[src/hdl/clock_phase_regs.svh]
// Constants for the clock phase interval counter.
`ifndef CLOCK_PHASE_REGS_SVH
`define CLOCK_PHASE_REGS_SVH
`define MEASURE_FUNCTION_CODE 5'h19
`define CHANNEL_ENABLE_FUNCTION_CODE 5'h1A
`define OVERFLOW_CLEAR_FUNCTION_CODE 5'h09
`define BEAT_REGISTER_CLEAR_FUNCTION_CODE 5'h0C
`define DISTRIBUTION_STATION 5'h02
`define MEASURE_SUBADDRESS 4'h0
`define COUNT_WIDTH 24
`define ARM_PULSE_CYCLES 4'h4
`endif

[src/hdl/clock_phase_pkg.sv]
// Types for the clock phase interval counter.
package clock_phase_pkg;
  typedef struct packed {
    logic [4:0] function_code;
    logic [3:0] subaddress;
    logic [4:0] station;
    logic execute;
    logic to_controller;
  } command_type;
  typedef enum logic [3:0] {
    st_idle = 4'h1,
    st_arm = 4'h2,
    st_wait_start = 4'h4,
    st_run = 4'h8
  } seq_state_type;
endpackage

[src/hdl/clock_phase_interval_counter.sv]
// Measurement sequencer, per-channel phase counters and byte readout.
`timescale 1ns/10ps
`include "clock_phase_regs.svh"
module clock_phase_interval_counter #(
  parameter int channels = 4,
  parameter logic [4:0] module_station = 5'h03
) (
  input wire logic clk,
  input wire logic nrst,
  input wire logic command_valid,
  input wire clock_phase_pkg::command_type command,
  input wire logic beat_ref,
  input wire logic [channels-1:0] chan_ref,
  input wire logic [$clog2(channels)-1:0] read_channel,
  input wire logic read_beat,
  input wire logic [1:0] read_byte_index,
  output logic [7:0] read_data,
  output logic arm_pulse,
  output logic busy,
  output logic [channels-1:0] chan_done,
  output logic beat_overflow
);
  if (channels < 2 || channels > 16) begin : g_bad_channels
    $error("channels out of range");
  end
  if (module_station == `DISTRIBUTION_STATION || module_station == 5'h00) begin : g_bad_station
    $error("module_station must be a free nonzero station");
  end
  if (`COUNT_WIDTH != 24) begin : g_bad_width
    $error("count width must be 24 bits");
  end
  if (`ARM_PULSE_CYCLES == 4'h0) begin : g_bad_arm
    $error("arm pulse length must be nonzero");
  end

  clock_phase_pkg::seq_state_type state;
  logic [3:0] arm_count;
  logic [1:0] beat_sync;
  logic beat_last;
  logic [channels-1:0] chan_sync1;
  logic [channels-1:0] chan_sync2;
  logic [channels-1:0] chan_last;
  logic [channels-1:0] chan_run;
  logic [channels-1:0] chan_enable;
  logic [`COUNT_WIDTH-1:0] fast_count [channels];
  logic [`COUNT_WIDTH-1:0] beat_count [channels];
  logic [`COUNT_WIDTH-1:0] beat_total;
  logic beat_rise;
  logic accepted;
  logic measure_cmd;
  logic local_even;
  logic enable_cmd;
  logic clear_ovf_cmd;
  logic clear_beat_cmd;
  logic run_start;

  function automatic logic [7:0] pick_byte(input logic [`COUNT_WIDTH-1:0] w,
                                           input logic [1:0] idx);
    case (idx)
      2'h0: pick_byte = w[23:16];
      2'h1: pick_byte = w[15:8];
      2'h2: pick_byte = w[7:0];
      default: pick_byte = 8'h00;
    endcase
  endfunction

  function automatic logic is_code(input clock_phase_pkg::command_type cmd, input logic [4:0] code);
    is_code = cmd.function_code == code;
  endfunction

  assign accepted = command_valid && command.execute && command.to_controller;
  assign measure_cmd = accepted && command.function_code == `MEASURE_FUNCTION_CODE
    && command.subaddress == `MEASURE_SUBADDRESS
    && command.station == `DISTRIBUTION_STATION;
  assign local_even = accepted && command.station == module_station && !command.subaddress[0];
  assign beat_rise = beat_sync[1] && !beat_last;
  assign enable_cmd = local_even && is_code(command, `CHANNEL_ENABLE_FUNCTION_CODE);
  assign clear_ovf_cmd = local_even && is_code(command, `OVERFLOW_CLEAR_FUNCTION_CODE);
  assign clear_beat_cmd = local_even && is_code(command, `BEAT_REGISTER_CLEAR_FUNCTION_CODE);
  assign run_start = state == clock_phase_pkg::st_wait_start && beat_rise;

  always_ff @(posedge clk or negedge nrst) begin
    if (!nrst) begin
      beat_sync <= 2'h0;
      beat_last <= 1'b0;
    end else begin
      beat_sync <= {beat_sync[0], beat_ref};
      beat_last <= beat_sync[1];
    end
  end

  always_ff @(posedge clk or negedge nrst) begin
    if (!nrst) begin
      chan_sync1 <= '0;
      chan_sync2 <= '0;
      chan_last <= '0;
    end else begin
      chan_sync1 <= chan_ref;
      chan_sync2 <= chan_sync1;
      chan_last <= chan_sync2;
    end
  end

  always_ff @(posedge clk or negedge nrst) begin
    if (!nrst) begin
      state <= clock_phase_pkg::st_idle;
      arm_count <= 4'h0;
      arm_pulse <= 1'b0;
      busy <= 1'b0;
    end else begin
      case (state)
        clock_phase_pkg::st_idle: begin
          if (measure_cmd) begin
            state <= clock_phase_pkg::st_arm;
            arm_count <= `ARM_PULSE_CYCLES;
            arm_pulse <= 1'b1;
            busy <= 1'b1;
          end
        end
        clock_phase_pkg::st_arm: begin
          if (arm_count == 4'h1) begin
            arm_pulse <= 1'b0;
            state <= clock_phase_pkg::st_wait_start;
          end
          arm_count <= arm_count - 4'h1;
        end
        clock_phase_pkg::st_wait_start: begin
          if (beat_rise) begin
            state <= clock_phase_pkg::st_run;
          end
        end
        clock_phase_pkg::st_run: begin
          if ((chan_run & chan_enable) == '0) begin
            state <= clock_phase_pkg::st_idle;
            busy <= 1'b0;
          end
        end
        default: state <= clock_phase_pkg::st_idle;
      endcase
    end
  end

  always_ff @(posedge clk or negedge nrst) begin
    if (!nrst) begin
      chan_enable <= '0;
    end else if (enable_cmd) begin
      chan_enable <= '1;
    end
  end

  always_ff @(posedge clk or negedge nrst) begin
    if (!nrst) begin
      beat_overflow <= 1'b0;
    end else if (beat_rise && beat_total == '1) begin
      beat_overflow <= 1'b1;
    end else if (clear_ovf_cmd) begin
      beat_overflow <= 1'b0;
    end
  end

  always_ff @(posedge clk or negedge nrst) begin
    if (!nrst) begin
      beat_total <= '0;
    end else if (clear_beat_cmd) begin
      beat_total <= '0;
    end else if (beat_rise) begin
      beat_total <= beat_total + 1'b1;
    end
  end

  for (genvar c = 0; c < channels; c++) begin : g_chan
    logic stop_edge;
    assign stop_edge = chan_run[c] && chan_sync2[c] && !chan_last[c];

    always_ff @(posedge clk or negedge nrst) begin
      if (!nrst) begin
        chan_run[c] <= 1'b0;
      end else if (state == clock_phase_pkg::st_arm) begin
        chan_run[c] <= 1'b0;
      end else if (run_start && chan_enable[c]) begin
        chan_run[c] <= 1'b1;
      end else if (stop_edge) begin
        chan_run[c] <= 1'b0;
      end
    end

    always_ff @(posedge clk or negedge nrst) begin
      if (!nrst) begin
        chan_done[c] <= 1'b0;
      end else if (state == clock_phase_pkg::st_arm) begin
        chan_done[c] <= 1'b0;
      end else if (stop_edge) begin
        chan_done[c] <= 1'b1;
      end
    end

    always_ff @(posedge clk or negedge nrst) begin
      if (!nrst) begin
        fast_count[c] <= '0;
      end else if (state == clock_phase_pkg::st_arm) begin
        fast_count[c] <= '0;
      end else if (chan_run[c] && !stop_edge) begin
        fast_count[c] <= fast_count[c] + 1'b1;
      end
    end

    always_ff @(posedge clk or negedge nrst) begin
      if (!nrst) begin
        beat_count[c] <= '0;
      end else if (run_start && chan_enable[c]) begin
        beat_count[c] <= beat_total;
      end
    end
  end

  always_ff @(posedge clk or negedge nrst) begin
    if (!nrst) begin
      read_data <= 8'h00;
    end else if (read_beat) begin
      read_data <= pick_byte(beat_count[read_channel], read_byte_index);
    end else begin
      read_data <= pick_byte(fast_count[read_channel], read_byte_index);
    end
  end
endmodule // clock_phase_interval_counter

[config.mk]
export PLATFORM = sky130hd
export DESIGN_NAME = clock_phase_interval_counter
export DESIGN_NICKNAME = d
export VERILOG_FILES = /design/src/hdl/clock_phase_pkg.sv /design/src/hdl/clock_phase_interval_counter.sv
export VERILOG_INCLUDE_DIRS = /design/src /design/src/hdl
export SDC_FILE = /design/constraint.sdc
export NUM_CORES = 1
export LEC_CHECK = 0
export BUFFER_PORTS_ARGS = -buffer_cell sky130_fd_sc_hd__buf_2
export CORE_MARGIN = 10
export CORE_UTILIZATION = 25
export DETAILED_ROUTE_END_ITERATION = 10
export GPL_TIMING_DRIVEN = 0
export PLACE_DENSITY = 0.48
export REMOVE_ABC_BUFFERS = 1
export SYNTH_ARGS = -nofsm -noshare
export SYNTH_HDL_FRONTEND = slang
export SYNTH_SLANG_ARGS = --single-unit
[constraint.sdc]
create_clock -name clk -period 2 [get_ports clk]
set_clock_uncertainty 0.2 [all_clocks]
set_input_delay 0.1 -clock clk [delete_from_list [all_inputs] [get_ports clk]]
set_output_delay 0.1 -clock clk [all_outputs]
set_load 0.03 [all_outputs]
# Word-level counts from Yosys, hierarchy flattened
# Cells that the tools add are included.
[totals]
register_bits = 259
out_inout_bits = 15
word_cells = 171
[classes]
add_sub_neg = 6
magnitude_cmp = 1
n_eq_ne = 18
mux = 53
n_bitwise = 2
n_reduce_logical = 62
[ops]
columns = ["cell", "n"]
rows = [
  ["24-bit 2-to-1 mux", 14],
  ["24-bit by 1-bit adder with 24-bit output, second input constant", 5],
  ["24-bit binary-select mux with 2-bit select", 2],
  ["8-bit one-hot mux with 3 select lines", 2],
  ["1-bit logical AND", 29],
  ["1-bit 2-to-1 mux", 25],
  ["24-bit equality test, second input constant", 1],
  ["2-bit nonzero test", 12],
  ["4-bit 2-to-1 mux", 5],
  ["4-bit one-hot mux with 4 select lines", 1],
  ["3-bit nonzero test", 4],
  ["5-bit by 2-bit equality test with 1-bit output, second input constant", 2],
  ["5-bit by 4-bit equality test with 1-bit output, second input constant", 2],
  ["5-bit equality test, second input constant", 2],
  ["1-bit zero test", 10],
  ["4-bit by 1-bit equality test with 1-bit output, second input constant", 2],
  ["4-bit zero test", 2],
  ["8-bit 2-to-1 mux", 1],
  ["2-bit != test, second input constant", 4],
  ["4-bit one-hot mux with 2 select lines", 1],
  ["3-bit AND reduction", 2],
  ["4-bit AND", 1],
  ["4-bit by 2-bit equality test with 1-bit output, second input constant", 1],
  ["4-bit by 3-bit equality test with 1-bit output, second input constant", 1],
  ["other kinds (10)", 11],
]

# Depth between registers and ports, before layout
[logic_depth]
ltp_word = 7
mapped_depth = 7
ltp_nobuf = 6

# Worst setup path before layout
# No wires, ideal clock.
[synth_timing]
path_type = "reg2reg"
start = "register state[3]"
end = "register beat_count[10] (netlist bit)"
setup_ns = 0.125
t_arrival_ns = 1.700
path_slack_ns = -0.025
stages_incl_launch_ff = 5
path_buffers = 1
period_less_slack_ns = 2.025
cell_sequence = "dfrtp_1 -> nor4b_2 -> nand3_1 -> clkbuf_1 -> mux2_2"
[synth_via]
elab_chain_cells = 3
[synth_lines]
columns = ["element", "line", "rtl"]
rows = [
  ["start: declaration", "clock_phase_interval_counter.sv:36", "clock_phase_pkg::seq_state_type state;"],
  ["start signal: assignment", "clock_phase_interval_counter.sv:106", "state <= clock_phase_pkg::st_idle;"],
  ["start signal: assignment", "clock_phase_interval_counter.sv:114", "state <= clock_phase_pkg::st_arm;"],
  ["start signal: assignment", "clock_phase_interval_counter.sv:123", "state <= clock_phase_pkg::st_wait_start;"],
  ["4-bit by 3-bit equality test with 1-bit output", "clock_phase_interval_counter.sv:80", "assign run_start = state == clock_phase_pkg::st_wait_start && beat_rise;"],
  ["1-bit logical AND", "clock_phase_interval_counter.sv:80", ""],
  ["1-bit logical AND", "clock_phase_interval_counter.sv:210", "end else if (run_start && chan_enable[c]) begin"],
  ["end signal: indexed assignment", "clock_phase_interval_counter.sv:211", "beat_count[c] <= beat_total;"],
  ["end: declaration", "clock_phase_interval_counter.sv:46", "logic [`COUNT_WIDTH-1:0] beat_count [channels];"],
]
# No other way between the ends.
# A chain may end at the register's enable or synchronous reset.

# Worst setup path after layout
[layout_timing]
start = "register fast_count[29] (netlist bit)"
end = "register fast_count[44] (netlist bit)"
[layout_via]
elab_chain_cells = 3
[layout_lines]
columns = ["element", "line", "rtl"]
rows = [
  ["start: declaration", "clock_phase_interval_counter.sv:45", "logic [`COUNT_WIDTH-1:0] fast_count [channels];"],
  ["start signal: indexed assignment", "clock_phase_interval_counter.sv:203", "fast_count[c] <= fast_count[c] + 1'b1;"],
  ["24-bit by 1-bit adder with 24-bit output", "clock_phase_interval_counter.sv:203", ""],
  ["24-bit 2-to-1 mux", "clock_phase_interval_counter.sv:202", "end else if (chan_run[c] && !stop_edge) begin"],
  ["24-bit 2-to-1 mux", "clock_phase_interval_counter.sv:200", "end else if (state == clock_phase_pkg::st_arm) begin"],
]
# No other way between the ends. The select of a mux whose other input is x is not followed.

==> reports/metrics.cfg <==
[drt]
drtIter0Drc=431
drtAntennaViolNets=0
drc_errors=0
via_per_inst=4.80
vias=7079
drt-total-wl_mm=24.7
wl_per_cell_um=16.8
dr.pass1.iters=4

[critical_path]
path_class=reg2reg
required_ps=2170
cp.arrival_ps=2150
r2r-end=fast_count[44]
startpoint_type=register
rr_worst_depth=5
reg2reg_slack_ps=10
cp_max_fo=6
end_kind=register
rr_startpoint=fast_count[29]

[placed_design]
routabilityCongestion=0.815
numPortBuffers=43
dp_cells=1377
dp_hpwl_mm=16.8
dp_slack_ps=-1010

[sta]
worst-slew-pin-transition_ps=811
slew_headroom_pct=46.0
max_freq_mhz=504
fin_crit_sh_pct=99.3
setup_viol=0
fin_crit_ps=1990
setup_slack_ps=13.9
slew_violations=0
holdWs_ps=20.7
rsz0062_at_grt=yes
hold_viol=0

[global_routing]
grt_pass1_wl_mm=39.0
grt_antenna_before_repair=0
grt_max_degree=101
grt_pass1_vias=6839
track_usage_pct=11.0
grt_overflow=0

[min_path]
min_path_type=in2reg
worstHoldEndpoint=arm_pulse
worst_hold_startpoint=command[3]
whs_path_depth=4

[final_layout]
post-route-util_pct=31.5
antennaDiodeCount=0
syn_to_final_growth_pct=24.0
fin_cells=1474
drive_gt1_share_pct=23.6
final_nets=1029

[power]
ir_worst_vdd_uv=418
seqPwrFrac_pct=49.8
p_leak_nw=4.92
power_density_mw_per_mm2=715
p_sw_mw=2.23
sw_frac_of_total_pct=27.1
p_clk_share_pct=41.9
p_int_mw=6.00
combPwrFrac_pct=8.4

[logic_synthesis]
syn_area_mm2=0.00929
syn_area_per_cell_um2=10.4
synth_warnings=0
synth_seq_area_share_pct=50.4
synthCells=895
synth.distinct_cells=46
synth_seq_cells=187

[die]
initial_core_util_pct=25.4
rows=70
fp.dieH_um=213
dieArea_mm2=0.0453
io_pins=44
die_width_um=213
core-area_mm2=0.0366

[clocking]
path_clk_slew_ps=80
htree_levels=4
cts_num_sinks=187
numCtsBuffers=17
cts.path.max_buffers=2
insertion_delay_ps=450
ctsRootBufferMaster=clkbuf_16
cts_tree=done

[run_status]
status=finished clean

[flow_run]
drv_cap=0

worst max-delay path, cell delays in order, from the launching register on:
cell and delay [ps]:
dfrtp_2 440, nand4_1 200, nor3_2 410, nand3_1 190
or3_1 340, a21oi_1 140
cell families after synthesis:
| family | synth area share (%) |
|---|---|
| fa+ha+maj | 0.943 |
| mux | 8.84 |
| buf+inv | 2.80 |
| xor+xnor | 10.0 |
| flops | 50.4 |
| compound gates | 4.78 |
| simple gates | 22.2 |
metal layers:
layer / vias to the layer above / track usage, % / share of wire [%]
li1: 3362 / - / -
met1: 3566 / 15.5 / 49
met2: 125 / 16.3 / 45
met3: 26 / 2.46 / 4.1
met4: 0 / 3.96 / 1.6
met5: - / 0 / 0
cell usage in the layout, fill, tap and decap left out, types with 9 or more instances in the layout:
cell | netlist | final
a21oi_1 | 20 | 20
a31oi_1 | 12 | 12
and2_1 | 9 | 9
and3_1 | 15 | 15
and4_1 | 13 | 11
buf_2 | 4 | 42
buf_4 | 0 | 51
clkbuf_16 | 0 | 17
dfrtp_1 | 186 | 171
dfrtp_2 | 0 | 15
dlygate4sd3_1 | 0 | 21
inv_1 | 22 | 22
mux2_2 | 24 | 24
mux4_2 | 24 | 24
nand2_1 | 73 | 73
nand3_1 | 49 | 42
nand4_1 | 32 | 32
nor2_1 | 127 | 127
nor3_1 | 28 | 26
nor4_2 | 1 | 11
o21ai_0 | 23 | 23
or3_1 | 10 | 10
xnor2_1 | 59 | 59
xor2_1 | 47 | 47
how the worst max path moves through the flow:
stage / slack, ps / from / end
CTS: 2 / fast_count[76] / fast_count[93]
detailed placement: -1010 / beat_sync[1] / beat_count[18]
finish: 10 / fast_count[29] / fast_count[44]
global route: -100 / fast_count[29] / fast_count[44]
global placement: -14940 / state[3] / arm_pulse
floorplan: -7680 / state[3] / arm_count[2]
flip-flops by register name, summed over array words and instances (netlist names):
name and flops:
beat_count 24, beat_sync 2, chan_last 4, state 4, chan_enable 1, chan_sync1 4, arm_pulse 1, read_data 8
busy 1, beat_total 24, chan_sync2 4, chan_done 4, beat_last 1, chan_run 4, fast_count 96, beat_overflow 1
arm_count 4
power by group through the flow:
stage | clock network (mW) | registers (mW) | logic [mW]
floorplan | 0 | 4.15 | 0.266
global placement | 0 | 4.18 | 0.516
detailed placement | 0 | 4.19 | 0.531
CTS | 3.55 | 4.12 | 0.594
global route | 3.72 | 4.13 | 0.768
finish | 3.45 | 4.10 | 0.690
cell usage after synthesis, drive strengths merged:
cell type | n | share of area (%)
dfrtp | 186 | 50
nor2 | 127 | 5.1
nand2 | 74 | 3.0
xnor2 | 59 | 5.6
nand3 | 49 | 2.6
xor2 | 47 | 4.4
clkbuf | 33 | 1.3
nand4 | 32 | 2.2
nor3 | 28 | 1.5
mux2 | 24 | 2.9
mux4 | 24 | 5.8
nor4 | 23 | 1.8
o21ai | 23 | 1.2
inv | 22 | 0.89
a21oi | 20 | 1.1
and3 | 15 | 1.0
and4 | 13 | 1.2
a31oi | 12 | 0.81
or3 | 10 | 0.67
and2 | 9 | 0.61
buf | 9 | 0.58
a221o | 8 | 0.86
o22ai | 8 | 0.54
ha | 7 | 0.94
nand2b | 7 | 0.47
nor4b | 7 | 0.79
nor3b | 3 | 0.24
or4 | 3 | 0.28
nor2b | 2 | 0.13
or2 | 2 | 0.13
or4b | 2 | 0.22
a22oi | 1 | 0.081
and4b | 1 | 0.11
dfstp | 1 | 0.28
mux2i | 1 | 0.11
nand4b | 1 | 0.094
o21bai | 1 | 0.081
o41ai | 1 | 0.094
repair_timing:
item / 4_1_cts / 5_1_grt
hold buffers: 22 / 0
hold endpoints to repair: 142 / 0
resized for setup: 33 / 32
pin swaps: 10 / 12
gates cloned: 2 / 1
setup endpoints to repair: 119 / 81
buffers inserted: 10 / 31
stage by stage:
step / power (mW) / TNS [ps] / instance area, um^2
3_5_place_dp: 4.72 / -54800 / 10000
3_3_place_gp: 4.70 / -2019750 / 9910
2_1_floorplan: 4.41 / -809170 / 9110
5_1_grt: 8.62 / -161 / 11500
4_1_cts: 8.27 / 0 / 11100
6_report: 8.24 / 0 / 11500
area by class of cell:
class,instances,area (um^2)
clock inverter,14,154
inverter,22,82.6
fill,3728,25100
sequential,187,4700
tap,468,586
clock buffer,18,429
multi-input combinational,647,4690
timing repair buffer,118,877
No activity file was read; power rests on OpenSTA's default activity.
